--- config.mk ---
export PLATFORM = sky130hd
export DESIGN_NAME = dac_status_cfg_regs
export DESIGN_NICKNAME = d
export VERILOG_FILES = /design/src/dac_regs_pkg.sv /design/src/pin_sync3.sv /design/src/dac_status_cfg_regs.sv
export VERILOG_INCLUDE_DIRS = /design/src
export SDC_FILE = /design/constraint.sdc
export NUM_CORES = 1
export LEC_CHECK = 0
export BUFFER_PORTS_ARGS = -buffer_cell sky130_fd_sc_hd__buf_2
export CORE_ASPECT_RATIO = 1.25
export CORE_MARGIN = 2
export CORE_UTILIZATION = 50
export CTS_CLUSTER_DIAMETER = 100
export DETAILED_ROUTE_END_ITERATION = 6
export GPL_TIMING_DRIVEN = 0
export PLACE_DENSITY = 0.79
export SLEW_MARGIN = 10
export SYNTH_ARGS = -nofsm -noshare
export SYNTH_HDL_FRONTEND = slang
export SYNTH_SLANG_ARGS = --single-unit
--- constraint.sdc ---
create_clock -name ref_clk -period 3.6 [get_ports ref_clk]
set_input_delay 0.72 -clock ref_clk [delete_from_list [all_inputs] [get_ports ref_clk]]
set_output_delay 0.72 -clock ref_clk [all_outputs]
set_load 0.05 [all_outputs]
--- src/dac_regs_map.svh ---
// Register map constants for the converter status and output setup slice.
// Assumes inclusion by bare name from the register module.
`ifndef DAC_REGS_MAP_SVH
`define DAC_REGS_MAP_SVH

// ----------------------------------------------------------------------
// Register offsets on the serial configuration port
// ----------------------------------------------------------------------
`define ADDR_IRQ_ENABLE 7'h03
`define ADDR_IRQ_STATUS 7'h04
`define ADDR_CUR_LOW 7'h06
`define ADDR_CUR_HIGH 7'h07
`define ADDR_SWITCH_MODE 7'h08
`define ADDR_ALIGN_STATUS 7'h0c

// ----------------------------------------------------------------------
// Field positions
// ----------------------------------------------------------------------
`define BIT_PHASE_LOST 3
`define BIT_PHASE_LOCKED 2
`define BIT_RX_LOST 1
`define BIT_RX_LOCKED 0
`define BIT_SLEEP 7
`define BIT_EDGE_EARLY 2
`define BIT_EDGE_LATE 0

// ----------------------------------------------------------------------
// Reset values
// ----------------------------------------------------------------------
`define RST_IRQ_ENABLE 4'h0
`define RST_IRQ_STATUS 4'h0
`define RST_CUR_LOW 8'h00
`define RST_CUR_HIGH 2'h2
`define RST_SLEEP 1'b0
`define RST_ALIGN 2'h0

// ----------------------------------------------------------------------
// Serial frame shape: one instruction byte, one data byte
// ----------------------------------------------------------------------
`define SPI_LAST_BIT 3'h7

`endif

--- src/dac_regs_pkg.sv ---
// Types shared by the status and output setup register slice.
// Uses no macros from the map header and does not include it.
`default_nettype none

package dac_regs_pkg;

   // Quad-switch output scheme, encoded 0, 1, 2 in this order.
   typedef enum logic [1:0] {
      MODE_BASEBAND,
      MODE_RETURN_TO_ZERO,
      MODE_MIX
   } switch_mode_t;

   // Controller status levels, laid out as the status register bits 3..0.
   typedef struct packed {
      logic phase_ctrl_lost;
      logic phase_ctrl_locked;
      logic rx_ctrl_lost;
      logic rx_ctrl_locked;
   } ctrl_stat_t;

   // Data clock edge comparison results against the delayed sampling edges.
   typedef struct packed {
      logic edge_before_early_phase0;
      logic edge_before_late_phase0;
   } edge_stat_t;

   // Output setup handed to the analog core.
   typedef struct packed {
      logic sleep;
      switch_mode_t output_switch_mode;
      logic [9:0] current_code;
   } dac_cfg_t;

   // Serial port frame states.
   typedef enum logic [1:0] {
      SPI_IDLE,
      SPI_INSTR,
      SPI_DATA,
      SPI_DONE
   } spi_state_t;

endpackage

`default_nettype wire

--- src/pin_sync3.sv ---
// Three-stage input synchroniser with agreement filter, one lane per bit.
// Assumes an active-low asynchronous reset already released synchronously.
`default_nettype none

module pin_sync3 #(
   parameter int WIDTH = 9
) (
   input wire logic clk,
   input wire logic rst_n,
   input wire logic [WIDTH-1:0] d,
   output var logic [WIDTH-1:0] q
);

   // ----------------------------------------------------------------------
   // Per-bit chain
   // ----------------------------------------------------------------------
   for (genvar i = 0; i < WIDTH; i++) begin : g_lane
      logic s1_r; // First stage, read only by the second.
      logic s2_r; // Second stage.
      logic s3_r; // Third stage.

      // Shift the pin through three flops; accept a change only when the
      // last two stages agree, which masks a single metastable sample.
      always_ff @(posedge clk or negedge rst_n) begin
         if (!rst_n) begin
            s1_r <= 1'b0;
            s2_r <= 1'b0;
            s3_r <= 1'b0;
            q[i] <= 1'b0;
         end else begin
            s1_r <= d[i];
            s2_r <= s1_r;
            s3_r <= s2_r;
            if (s2_r == s3_r) begin
               q[i] <= s3_r;
            end
         end
      end
   end

endmodule

`default_nettype wire

--- src/dac_status_cfg_regs.sv ---
// Status and output setup registers reached over the serial configuration port.
// Assumes serial clock, select and data pins arrive asynchronously to ref_clk.
`default_nettype none

`include "dac_regs_map.svh"

module dac_status_cfg_regs
   import dac_regs_pkg::*;
(
   input wire logic ref_clk,
   input wire logic nrst,
   input wire logic spi_sclk,
   input wire logic spi_csb_n,
   input wire logic spi_sdi,
   output var logic spi_sdo,
   output var logic spi_sdo_oe_n,
   input wire ctrl_stat_t ctrl_stat,
   input wire edge_stat_t edge_stat,
   output var dac_cfg_t dac_cfg
);

   // ----------------------------------------------------------------------
   // Reset release
   // ----------------------------------------------------------------------
   logic rst_meta_r; // First reset release stage.
   logic rst_n; // Synchronously released reset used everywhere else.

   // Assert asynchronously, release after two clean clock edges.
   always_ff @(posedge ref_clk or negedge nrst) begin
      if (!nrst) begin
         rst_meta_r <= 1'b0;
         rst_n <= 1'b0;
      end else begin
         rst_meta_r <= 1'b1;
         rst_n <= rst_meta_r;
      end
   end

   // ----------------------------------------------------------------------
   // Input synchronisation
   // ----------------------------------------------------------------------
   logic [8:0] pins_s; // Filtered copies of every asynchronous input.
   logic sclk_s; // Filtered serial clock.
   logic csb_n_s; // Filtered select, low during a frame.
   logic sdi_s; // Filtered serial data in.
   logic [3:0] ctrl_s; // Filtered controller status levels.
   logic [1:0] edge_s; // Filtered edge comparison results.

   // The select lane is carried inverted, so that the cleared reset value of
   // the synchroniser means no frame. Carried as is, the engine would see a
   // false frame start for a few cycles after reset.
   pin_sync3 #(.WIDTH(9)) u_sync (
      .clk(ref_clk),
      .rst_n(rst_n),
      .d({spi_sclk, ~spi_csb_n, spi_sdi, ctrl_stat, edge_stat}),
      .q(pins_s)
   );

   assign sclk_s = pins_s[8];
   assign csb_n_s = ~pins_s[7];
   assign sdi_s = pins_s[6];
   assign ctrl_s = pins_s[5:2];
   assign edge_s = pins_s[1:0];

   // ----------------------------------------------------------------------
   // Serial frame engine
   // ----------------------------------------------------------------------
   spi_state_t state_r; // Frame state.
   logic sclk_prev_r; // Serial clock one cycle back, for edge detection.
   logic [2:0] bit_cnt_r; // Bit index within the current byte.
   logic [7:0] shift_r; // Incoming bits.
   logic [7:0] instr_r; // Captured instruction: read flag and address.
   logic [7:0] out_r; // Outgoing read data; its top bit is the pin.
   logic sclk_rise; // Serial clock rising this cycle.
   logic sclk_fall; // Serial clock falling this cycle.
   logic [7:0] byte_in; // Byte completed by the current rising edge.
   logic instr_done; // Instruction byte completes this cycle.
   logic wr_commit; // Write data byte completes this cycle.
   logic [6:0] addr; // Address being decoded for a read.

   assign sclk_rise = sclk_s & ~sclk_prev_r;
   assign sclk_fall = ~sclk_s & sclk_prev_r;
   assign byte_in = {shift_r[6:0], sdi_s};
   assign instr_done = (state_r == SPI_INSTR) && sclk_rise && (bit_cnt_r == `SPI_LAST_BIT);
   assign wr_commit = (state_r == SPI_DATA) && sclk_rise && (bit_cnt_r == `SPI_LAST_BIT)
                      && !instr_r[7];
   assign addr = instr_done ? byte_in[6:0] : instr_r[6:0];

   // Track the frame: select low starts it, eight rising edges give the
   // instruction, eight more give or return the data byte, then the rest
   // of the frame is ignored until select rises.
   always_ff @(posedge ref_clk or negedge rst_n) begin
      if (!rst_n) begin
         state_r <= SPI_IDLE;
         sclk_prev_r <= 1'b0;
         bit_cnt_r <= 3'h0;
         shift_r <= 8'h00;
         instr_r <= 8'h00;
      end else begin
         sclk_prev_r <= sclk_s;
         if (csb_n_s) begin
            // Select high aborts any frame in progress.
            state_r <= SPI_IDLE;
            bit_cnt_r <= 3'h0;
         end else begin
            case (state_r)
               SPI_IDLE: begin
                  state_r <= SPI_INSTR;
                  bit_cnt_r <= 3'h0;
               end
               SPI_INSTR, SPI_DATA: begin
                  if (sclk_rise) begin
                     shift_r <= byte_in;
                     bit_cnt_r <= bit_cnt_r + 3'h1;
                     if (bit_cnt_r == `SPI_LAST_BIT) begin
                        state_r <= (state_r == SPI_INSTR) ? SPI_DATA : SPI_DONE;
                        if (state_r == SPI_INSTR) begin
                           instr_r <= byte_in;
                        end
                     end
                  end
               end
               default: begin
                  state_r <= SPI_DONE;
               end
            endcase
         end
      end
   end

   // ----------------------------------------------------------------------
   // Register storage
   // ----------------------------------------------------------------------
   logic [3:0] irq_en_r; // Write-only enables for the four status flags.
   logic [3:0] flags_r; // Controller status flags, bit order as read.
   logic [1:0] align_r; // Edge comparison status.

   // Enable register; a 0 later clears its flag.
   always_ff @(posedge ref_clk or negedge rst_n) begin
      if (!rst_n) begin
         irq_en_r <= `RST_IRQ_ENABLE;
      end else if (wr_commit && instr_r[6:0] == `ADDR_IRQ_ENABLE) begin
         irq_en_r <= byte_in[3:0];
      end
   end

   // Each flag updates only while its enable is 1; a cleared enable forces
   // it to 0 and holds it there, so the clear beats any pending event.
   for (genvar i = 0; i < 4; i++) begin : g_flag
      always_ff @(posedge ref_clk or negedge rst_n) begin
         if (!rst_n) begin
            flags_r[i] <= 1'b0;
         end else if (!irq_en_r[i]) begin
            flags_r[i] <= 1'b0;
         end else if (i % 2 == 1) begin
            flags_r[i] <= flags_r[i] | ctrl_s[i];
         end else begin
            flags_r[i] <= ctrl_s[i];
         end
      end
   end

   // Edge order results are sampled continuously.
   always_ff @(posedge ref_clk or negedge rst_n) begin
      if (!rst_n) begin
         align_r <= `RST_ALIGN;
      end else begin
         align_r <= edge_s;
      end
   end

   // Output setup; the code drives the current DAC linearly.
   always_ff @(posedge ref_clk or negedge rst_n) begin
      if (!rst_n) begin
         dac_cfg.current_code <= {`RST_CUR_HIGH, `RST_CUR_LOW};
         dac_cfg.sleep <= `RST_SLEEP;
         dac_cfg.output_switch_mode <= MODE_BASEBAND;
      end else if (wr_commit) begin
         if (instr_r[6:0] == `ADDR_CUR_LOW) begin
            dac_cfg.current_code[7:0] <= byte_in;
         end else if (instr_r[6:0] == `ADDR_CUR_HIGH) begin
            dac_cfg.current_code[9:8] <= byte_in[1:0];
            dac_cfg.sleep <= byte_in[`BIT_SLEEP];
         end else if (instr_r[6:0] == `ADDR_SWITCH_MODE) begin
            // The unused encoding 3 is refused; the mode stays as it was.
            if (byte_in[1:0] != 2'h3) begin
               dac_cfg.output_switch_mode <= switch_mode_t'(byte_in[1:0]);
            end
         end
      end
   end

   // ----------------------------------------------------------------------
   // Read path
   // ----------------------------------------------------------------------
   logic [7:0] rd_data; // Read value of the addressed register.

   // Undefined bits and unmapped addresses read zero.
   always_comb begin
      rd_data = 8'h00;
      if (addr == `ADDR_IRQ_STATUS) begin
         rd_data[3:0] = flags_r;
      end else if (addr == `ADDR_CUR_LOW) begin
         rd_data = dac_cfg.current_code[7:0];
      end else if (addr == `ADDR_CUR_HIGH) begin
         rd_data[1:0] = dac_cfg.current_code[9:8];
         rd_data[`BIT_SLEEP] = dac_cfg.sleep;
      end else if (addr == `ADDR_SWITCH_MODE) begin
         rd_data[1:0] = dac_cfg.output_switch_mode;
      end else if (addr == `ADDR_ALIGN_STATUS) begin
         rd_data[`BIT_EDGE_EARLY] = align_r[1];
         rd_data[`BIT_EDGE_LATE] = align_r[0];
      end
   end

   // Load read data after the instruction, shift on each falling edge of the data byte but its first.
   always_ff @(posedge ref_clk or negedge rst_n) begin
      if (!rst_n) begin
         out_r <= 8'h00;
         spi_sdo_oe_n <= 1'b1;
      end else begin
         if (instr_done) begin
            out_r <= byte_in[7] ? rd_data : 8'h00;
         end else if (sclk_fall && state_r == SPI_DATA && bit_cnt_r != 3'h0) begin
            out_r <= {out_r[6:0], 1'b0};
         end
         // Drive the data pin only during the data byte of a read.
         spi_sdo_oe_n <= !(state_r == SPI_DATA && instr_r[7] && !csb_n_s);
      end
   end

   assign spi_sdo = out_r[7];
endmodule

`default_nettype wire

=== Word-level counts from Yosys, hierarchy flattened ===
Cells that the tools add are included.

* Add/sub/neg operators: 1
* Equality and inequality tests: 25
* Muxes and demuxes: 29
* Bitwise logic cells: 9
* Reductions and logical operators: 23

{| class="wikitable"
|+ Operator list
! cell !! number
|-
| equality test 7 x 3 -> 1 bit (second input constant) || 5
|-
| 2-to-1 mux 8 bit || 3
|-
| equality test 7 x 4 -> 1 bit (second input constant) || 3
|-
| 2-to-1 mux 1 bit || 13
|-
| 2-to-1 mux 4 bit || 3
|-
| logical AND 1 bit || 10
|-
| AND reduction 5 bit || 2
|-
| equality test 1 bit || 9
|-
| 2-to-1 mux 3 bit || 3
|-
| inequality test 3 bit (second input constant) || 3
|-
| 2-to-1 mux 2 bit || 4
|-
| equality test 7 x 2 -> 1 bit (second input constant) || 1
|-
| 2-to-1 mux 7 bit || 1
|-
| case mux 3 bit (2 select lines) || 1
|-
| AND reduction 2 bit || 3
|-
| AND reduction 3 bit || 2
|-
| inverter 1 bit || 5
|-
| case mux 2 bit (2 select lines) || 1
|-
| adder 3 x 1 -> 3 bit (second input constant) || 1
|-
| equality test 3 bit (second input constant) || 1
|-
| nonzero test 3 bit || 1
|-
| AND 1 bit || 2
|-
| equality test 2 x 1 -> 1 bit (second input constant) || 1
|-
| equality test 2 bit (second input constant) || 1
|-
| other kinds (6) || 8
|}

* Register bits: 91
* Output and inout bits: 15

=== Logic depth before layout (Yosys ltp) ===
Gate-level depths: netlist of run 1.

* Depth after elaboration: 13
* Depth in mapped cells: 9
* Gate-level depth less buffers: 7

=== By module ===
Synthesis of run 1 repeated with hierarchy kept, for this count alone.

* Cells, all modules: 270
* Area, all modules: 3548.4 µm²

{| class="wikitable"
|+ Modules (own cells, without submodules)
! module !! times used !! cells each !! area each (µm²) !! seq. area each (µm²)
|-
| dac_status_cfg_regs || 1 || 225 || 2546.2 || 1378.8
|-
| pin_sync3 || 1 || 45 || 1002.2 || 900.9
|}

=== Worst setup path after synthesis of run 1 ===
OpenSTA, ideal clock, no wires.

* Path kind: register to register
* From: register bit_cnt_r[0]
* To: register out_r[2]
* Setup time: 83 ps
* Arrival: 1886 ps
* Data required time: 3517 ps
* Setup slack: 1631 ps
* Cell stages (with the launch flop): 8
* Path buffers: 0
* Clock period less this slack: 1969 ps
* Cells stage by stage: dfrtp_1 > ha_1 > ha_1 > nand4b_1 > or4_4 > o32a_1 > o22a_1 > o22ai_1

* Longest elaborated chain between the ends: 11

{| class="wikitable"
|+ Ends and longest elaborated chain
! what !! RTL line !! RTL
|-
| start: declaration || dac_status_cfg_regs.sv:70 || <nowiki>logic [2:0] bit_cnt_r;</nowiki>
|-
| start signal: assignment || dac_status_cfg_regs.sv:114 || <nowiki>bit_cnt_r <= bit_cnt_r + 3'h1;</nowiki>
|-
| equality test 3 bit (no source line) || -- ||
|-
| logical AND 1 bit || dac_status_cfg_regs.sv:84 || <nowiki>assign instr_done = (state_r == SPI_INSTR) && sclk_rise && (bit_cnt_r == `SPI_LAST_BIT);</nowiki>
|-
| 2-to-1 mux 7 bit || dac_status_cfg_regs.sv:87 || <nowiki>assign addr = instr_done ? byte_in[6:0] : instr_r[6:0];</nowiki>
|-
| equality test 7 x 4 -> 1 bit (no source line) || -- ||
|-
| 2-to-1 mux 1 bit || dac_status_cfg_regs.sv:210 || <nowiki>end else if (addr == `ADDR_ALIGN_STATUS) begin</nowiki>
|-
| 2-to-1 mux 1 bit || dac_status_cfg_regs.sv:208 || <nowiki>end else if (addr == `ADDR_SWITCH_MODE) begin</nowiki>
|-
| 2-to-1 mux 1 bit || dac_status_cfg_regs.sv:205 || <nowiki>end else if (addr == `ADDR_CUR_HIGH) begin</nowiki>
|-
| 2-to-1 mux 3 bit || dac_status_cfg_regs.sv:203 || <nowiki>end else if (addr == `ADDR_CUR_LOW) begin</nowiki>
|-
| 2-to-1 mux 4 bit || dac_status_cfg_regs.sv:201 || <nowiki>if (addr == `ADDR_IRQ_STATUS) begin</nowiki>
|-
| 2-to-1 mux 8 bit || dac_status_cfg_regs.sv:223 || <nowiki>out_r <= byte_in[7] ? rd_data : 8'h00;</nowiki>
|-
| 2-to-1 mux 8 bit || dac_status_cfg_regs.sv:222 || <nowiki>if (instr_done) begin</nowiki>
|-
| end signal: assignment || dac_status_cfg_regs.sv:223 ||
|-
| end signal: assignment || dac_status_cfg_regs.sv:225 || <nowiki>out_r <= {out_r[6:0], 1'b0};</nowiki>
|-
| end: declaration || dac_status_cfg_regs.sv:73 || <nowiki>logic [7:0] out_r;</nowiki>
|}

Parallel ways exist; a longest one is shown, timed or not.
A chain may end at the register's enable or synchronous reset.

=== Worst setup path after layout of run 1 ===
Same ends and word-level chain as after synthesis.

==> results.yml, run 1 <==
placed_design:
  place_hpwl_um: 4341
  place.gp.congestion: 0.8433
  place.port_buffers: 25
  place_inst: 402
setup_path:
  path_max_fanout: 6
  crit_path_cell_trace: "ha_1 -> ha_1 -> nand4b_1 -> or4_4 -> o32a_1 -> o22a_1 -> o22ai_1"
  cp-end-kind: "flop"
  cp-endpoint: "out_r[2]"
  cp.depth: 7
  path_common_cell: "ha_1"
  cp_slowest_cell: "or4_4"
  cp-start-kind: "flop"
  crit_type: "flop to flop"
  critPathBufInv: 0
  required_ns: 3.87
  r2r_slack_ns: 1.25
  crit_start: "bit_cnt_r[0]"
  r2r-end: "out_r[2]"
  worstPathArrival_ns: 2.62
  critPathTopFamily: "simple AND/OR/NAND/NOR gates"
  worstReg2RegStart: "bit_cnt_r[0]"
  ff2ff_path_depth: 7
  slowest_delay_ns: 0.59
power:
  power_density_mw_per_mm2: 541.0
  max-vdd-ir-drop_mv: 0.3214
  p_leak_nw: 1.940
  power_mw: 2.242
logic_synthesis:
  syn-mean-instance-area_sq_um: 12.81
  yosysTopAreaCellShare_pct: 60.79
  yosysSeqAreaShare_pct: 62.23
  yosys-top-cells-area: "dfrtp_1 (61%), mux2_2 (8.6%), ha_1 (2.7%)"
  synthCells: 286
  synth_xor_area_share_pct: 0
  synthMuxAreaShare_pct: 9.426
  synth_most_common_cell: "dfrtp_1"
  synth_common_cells: "dfrtp_1 (89), mux2_2 (28), nand2_1 (19)"
  syn_area_sq_mm: 0.003664
  ys.flop_type: "dfrtp_1"
  synth_edf_count: 0
  synthSimpleGateAreaFrac_pct: 12.74
  synth_fa_ha_area_share_pct: 5.191
  synth_compound_area_share_pct: 8.470
  synth.ff_latch_count: 91
  yosysWarnings: 0
  synth_fp_nets: 305
  synth.distinct_cells: 45
  synth_top_family_by_area: "simple AND/OR/NAND/NOR gates"
  synth_top_area_cell: "dfrtp_1"
  synthArstFlopShare_pct: 100.0
detailed_routing:
  drt_iter0_markers: 180
  vias: 2304
  drt_pass1_iterations: 4
  routed_wl_um: 6324
  routedWlPerCell_um: 15.13
  drtAntennaViolNets: 0
  drcViolationCount: 0
  via_per_inst: 5.512
global_route:
  antenna_found_initial: 0
  overflow: 0
  grt_pass1_vias: 2317
  grt_pass1_wl_um: 11050
  grt_max_degree: 63
  grtUsageTotal_pct: 18.15
final_layout:
  nets: 342
  fin_util_pct: 59.04
  register_area_sq_mm: 0.002283
  multiInputGateArea_sq_mm: 0.001316
  fillers: 576
  syn_to_final_growth_pct: 13.11
  final_cells: 418
  diodes: 0
  drive_gt1_share_pct: 23.78
floorplanning:
  fp-row-count: 34
  initial_utilization_pct: 52.19
  core_area_sq_mm: 0.007019
  die_x_um: 80.56
  die_y_um: 99.70
  io_pins: 26
  die_area_sq_mm: 0.008032
run_status:
  status: "finished, final reports clean"
flow_run:
  cap_viol_max_count: 0
clocking:
  post_cts_buffers: 0
  h-tree-depth: 3
  cts_tree: "built"
  cts_resized: 0
  postCtsHoldBufs: 0
  path_clk_slew_ns: 0.09
  root_buffer: "clkbuf_8"
  insertion_delay_ns: 0.35
  cts.path.max_buffers: 2
  cts_sinks: 91
  numCtsBuffers: 9
sta:
  worst_clock_skew_ns: 0.01419
  fmax_ghz: 0.4259
  setup_viol: 0
  relSlewSlack_pct: 51.19
  min_period_ns: 2.348
  tightest_slew_ns: 0.7282
  fin_setup_tns_ns: 0
  period_share_pct: 65.22
  hold-worst-slack_ns: 0.1369
  rsz0062_at_grt: "no"
  slew_viol_final: 0
  finalHoldViolCount: 0
worst_hold_path:
  hold_class: "input pin to asynchronous set/reset pin"
==> placed cells by master (no fill, tap or decap), types with 7 or more instances in the layout <==
cell type  netlist  routed
inv_1            7       7
clkbuf_1        11      11
nor3_1           8       8
buf_2            0      25
maj3_1           9       9
nor2_1          12      12
dfrtp_1         89      88
ha_1             8       8
nand2b_1         7       7
o21ai_0         12      12
mux2_2          28      28
clkbuf_8         0      11
nand2_1         19      19
a21oi_1         10      10
==> per-layer routing <==
| metal | part of all wire [%] | vias to the layer above | GRT usage [%] |
|---|---|---|---|
| li1 | - | 1096 | - |
| met1 | 44 | 1125 | 24.38 |
| met2 | 47 | 60 | 27.05 |
| met3 | 4.9 | 23 | 4.900 |
| met4 | 4.2 | 0 | 9.518 |
| met5 | 0 | - | 0 |
==> power breakdown <==
group | leakage [nW] | internal, mW | switching, mW
Sequential | 1.16 | 1.12 | 0.101
Clock | 0.106 | 0.361 | 0.349
Combinational | 0.674 | 0.130 | 0.177
Total | 1.94 | 1.62 | 0.626
==> sequential cells by signal, summed over array words and instances, names as in the netlist <==
name	count
align_r	2
bit_cnt_r	3
dac_cfg	13
flags_r	4
instr_r	8
irq_en_r	4
out_r	8
rst_meta_r	1
rst_n	1
sclk_prev_r	1
shift_r	7
spi_sdo_oe_n	1
state_r	2
u_sync.g_lane.s1_r	9
u_sync.g_lane.s2_r	9
u_sync.g_lane.s3_r	9
u_sync.q	9
==> how the worst min path moves through the flow <==
stage / start / endpoint
finish: nrst / rst_n
global route: nrst / rst_n
CTS: nrst / rst_n
detailed placement: rst_n / u_sync.g_lane[0].s3_r
global placement: u_sync.g_lane[1].s1_r / u_sync.g_lane[1].s2_r
floorplan: rst_meta_r / rst_n
==> stage by stage <==
| step | setup slack (ns) | cell area, sq um |
|---|---|---|
| 2_1_floorplan | 0.8811 | 3664 |
| 3_3_place_gp | 0.03864 | 3901 |
| 3_5_place_dp | 1.266 | 3933 |
| 4_1_cts | 1.265 | 4144 |
| 5_1_grt | 1.083 | 4144 |
| 6_report | 1.252 | 4144 |
==> cell type report <==
type                    instances  share of cell area (%)
inverters                       7                  0.6341
clock inverters                 5                   1.449
flip-flops and latches         91                   55.10
multi-input cells             177                   31.76
clock buffers                  11                   3.653
well taps                      90                   2.717
plain buffers                  11                  0.9964
repair buffers                 26                   3.684
==> kinds of logic (layout without fill, tap and decap cells) <==
group / count (synthesis) / count (layout)
flops: 91 / 91
simple gates: 81 / 81
compound gates: 47 / 47
mux: 31 / 31
buf+inv: 18 / 60
fa+ha+maj: 17 / 17
other cells: 1 / 1
==> worst register-to-register path, cell delays in order, from the launching register on <==
cell and delay [ns]:
dfrtp_1 0.42, ha_1 0.18, ha_1 0.19, nand4b_1 0.33, or4_4 0.59, o32a_1 0.23, o22a_1 0.19, o22ai_1 0.15
Power figures use the tool's default switching activity.
==> run 2: changes to the inputs <==
- PLACE_DENSITY: 0.79 -> 0.82
- clock period: 3.6 -> 2.1 ns (I/O delays scaled with it)
==> run 2 against run 1 <==
Sequential cell count unchanged. Count of clock-buffer cells in the layout down 2. Hold slack better by 0.027 ns. Critical path depth down 2. Critical endpoint unchanged.
==> results.yml, run 2 (synthesis results as in run 1) <==
final_layout:
  layout_common_cells: "dfrtp_1 (84), mux2_2 (28), buf_2 (25), nand2_1 (19), o21ai_0 (12)"
  fin_area_sq_mm: 0.004304
  syn_to_final_growth_pct: 17.49
  drive_gt1_share_pct: 30.75
  top_register: "dac_cfg"
  diodes: 0
  nets: 349
  fillers: 557
  final_cells: 425
  layout_commonest_cell: "dfrtp_1"
  largest_reg_flops: 13
setup_path:
  r2r-end: "out_r[2]"
  required_ns: 2.38
  cp-end-kind: "flop"
  crit_type: "flop to flop"
  cp-endpoint: "out_r[2]"
  cp-start-kind: "flop"
  r2r_slack_ns: 0.02
  worstPathArrival_ns: 2.36
  path_max_fanout: 5
  crit_start: "shift_r[3]"
  ff2ff_path_depth: 5
  worstReg2RegStart: "shift_r[3]"
placed_design:
  place.port_buffers: 25
  dpl-instance-area_sq_mm: 0.003933
  place_inst: 402
  place.gp.congestion: 0.8568
  post-place-ws_ns: -0.2615
  place_hpwl_um: 4496
sta:
  slew_viol_final: 0
  fin_setup_tns_ns: 0
  setup_viol: 0
  min_period_ns: 2.076
  fmax_ghz: 0.4816
  tightest_slew_ns: 0.6895
  worst_clock_skew_ns: 0.01201
  period_share_pct: 98.88
  relSlewSlack_pct: 54.03
  finalWorstSetupSlack_ns: 0.02353
  finalHoldViolCount: 0
  rsz0062_at_grt: "yes"
floorplanning:
  die_x_um: 80.56
  die_y_um: 99.70
  io_pins: 26
  initial_utilization_pct: 52.19
  core_area_sq_mm: 0.007019
  fp-row-count: 34
  die_area_sq_mm: 0.008032
global_route:
  overflow: 0
  grt_pass1_vias: 2389
  grt_pass1_wl_um: 11670
  antenna_found_initial: 0
  grt_max_degree: 64
  grtUsageTotal_pct: 19.31
clocking:
  cts.path.max_buffers: 2
  root_buffer: "clkbuf_8"
  h-tree-depth: 3
  path_clk_slew_ns: 0.09
  insertion_delay_ns: 0.35
  cts_sinks: 91
  cts_tree: "built"
  numCtsBuffers: 9
power:
  p_leak_nw: 1.994
  max-vdd-ir-drop_mv: 0.5632
  power_mw: 3.961
  power_density_mw_per_mm2: 920.2
flow_run:
  cap_viol_max_count: 0
detailed_routing:
  routed_wl_um: 6796
  vias: 2356
  via_per_inst: 5.544
  routedWlPerCell_um: 15.99
  drcViolationCount: 0
  drt_iter0_markers: 227
  drt_pass1_iterations: 4
  drtAntennaViolNets: 0
run_status:
  status: "finished, final reports clean"
worst_hold_path:
  hold_class: "input pin to flop"
## run 2: cell types whose count changed in the layout (fill, tap and decap cells not counted), sizes merged
cell	previous run	this run
clkinvlp	1	2
buf	26	35
inv	8	9
clkinv	2	1
clkbuf	22	17
dlygate4sd3	0	1
bufinv	1	2
## run 2: critical path, cell delays in order, from the launching register on
cell and delay (ns):
dfrtp_2 0.45, or3_4 0.43, or4_4 0.59, o32a_1 0.24
o22a_1 0.17, o22ai_1 0.13
## run 2: what timing repair did
| action | in CTS | in global routing |
|---|---|---|
| resized for setup | 12 | 14 |
| endpoints found under the hold margin | 2 | 0 |
| setup endpoints to repair | 16 | 19 |
| buffers inserted | 7 | 2 |
| pin swaps | 6 | 9 |
| cloned | 0 | 0 |
| hold buffers | 1 | 0 |
## run 2: final cells by class
cell class              count  area [sq um]  area share (%)
plain buffers               8         33.78          0.7849
inverters                   7         26.28          0.6105
well taps                  90         112.6           2.616
flip-flops and latches     91          2288           53.17
clock buffers               9         123.9           2.878
clock inverters             7         97.59           2.267
repair buffers             36         246.5           5.727
multi-input cells         177          1375           31.95
## run 2: how the worst min path moves through the flow
| stage | from | to | slack [ns] | depth (start not counted) |
|---|---|---|---|---|
| 2_1_floorplan | nrst | rst_meta_r | 0.12 | 0 |
| 3_3_place_gp | nrst | rst_meta_r | 0.21 | 1 |
| 3_5_place_dp | nrst | rst_n | 0.21 | 1 |
| 4_1_cts | ctrl_stat[2] | u_sync.g_lane[4].s1_r | 0.15 | 1 |
| 5_1_grt | ctrl_stat[3] | u_sync.g_lane[5].s1_r | 0.14 | 1 |
| 6_report | ctrl_stat[2] | u_sync.g_lane[4].s1_r | 0.16 | 1 |
## run 2: metrics by stage
step           hold WS, ns  util (%)
3_5_place_dp        0.2126     56.03
3_3_place_gp        0.2052     55.60
6_report            0.1636     61.32
4_1_cts             0.1471     60.59
2_1_floorplan       0.1244         -
5_1_grt             0.1446     61.32
## run 2: power breakdown
group | internal (mW) | total [mW] | leakage, nW | switching [mW]
combinational | 0.237 | 0.533 | 0.734 | 0.296
clock | 0.676 | 1.29 | 0.106 | 0.612
sequential | 1.93 | 2.14 | 1.15 | 0.208
total | 2.84 | 3.96 | 1.99 | 1.12
## run 2: metal layers
| layer | up-vias | wire (um) | track usage (%) |
|---|---|---|---|
| li1 | 1100 | - | - |
| met1 | 1167 | 2764 | 24.86 |
| met2 | 74 | 3575 | 31.73 |
| met3 | 15 | 276 | 3.358 |
| met4 | 0 | 180 | 8.996 |
| met5 | - | 0 | 0 |
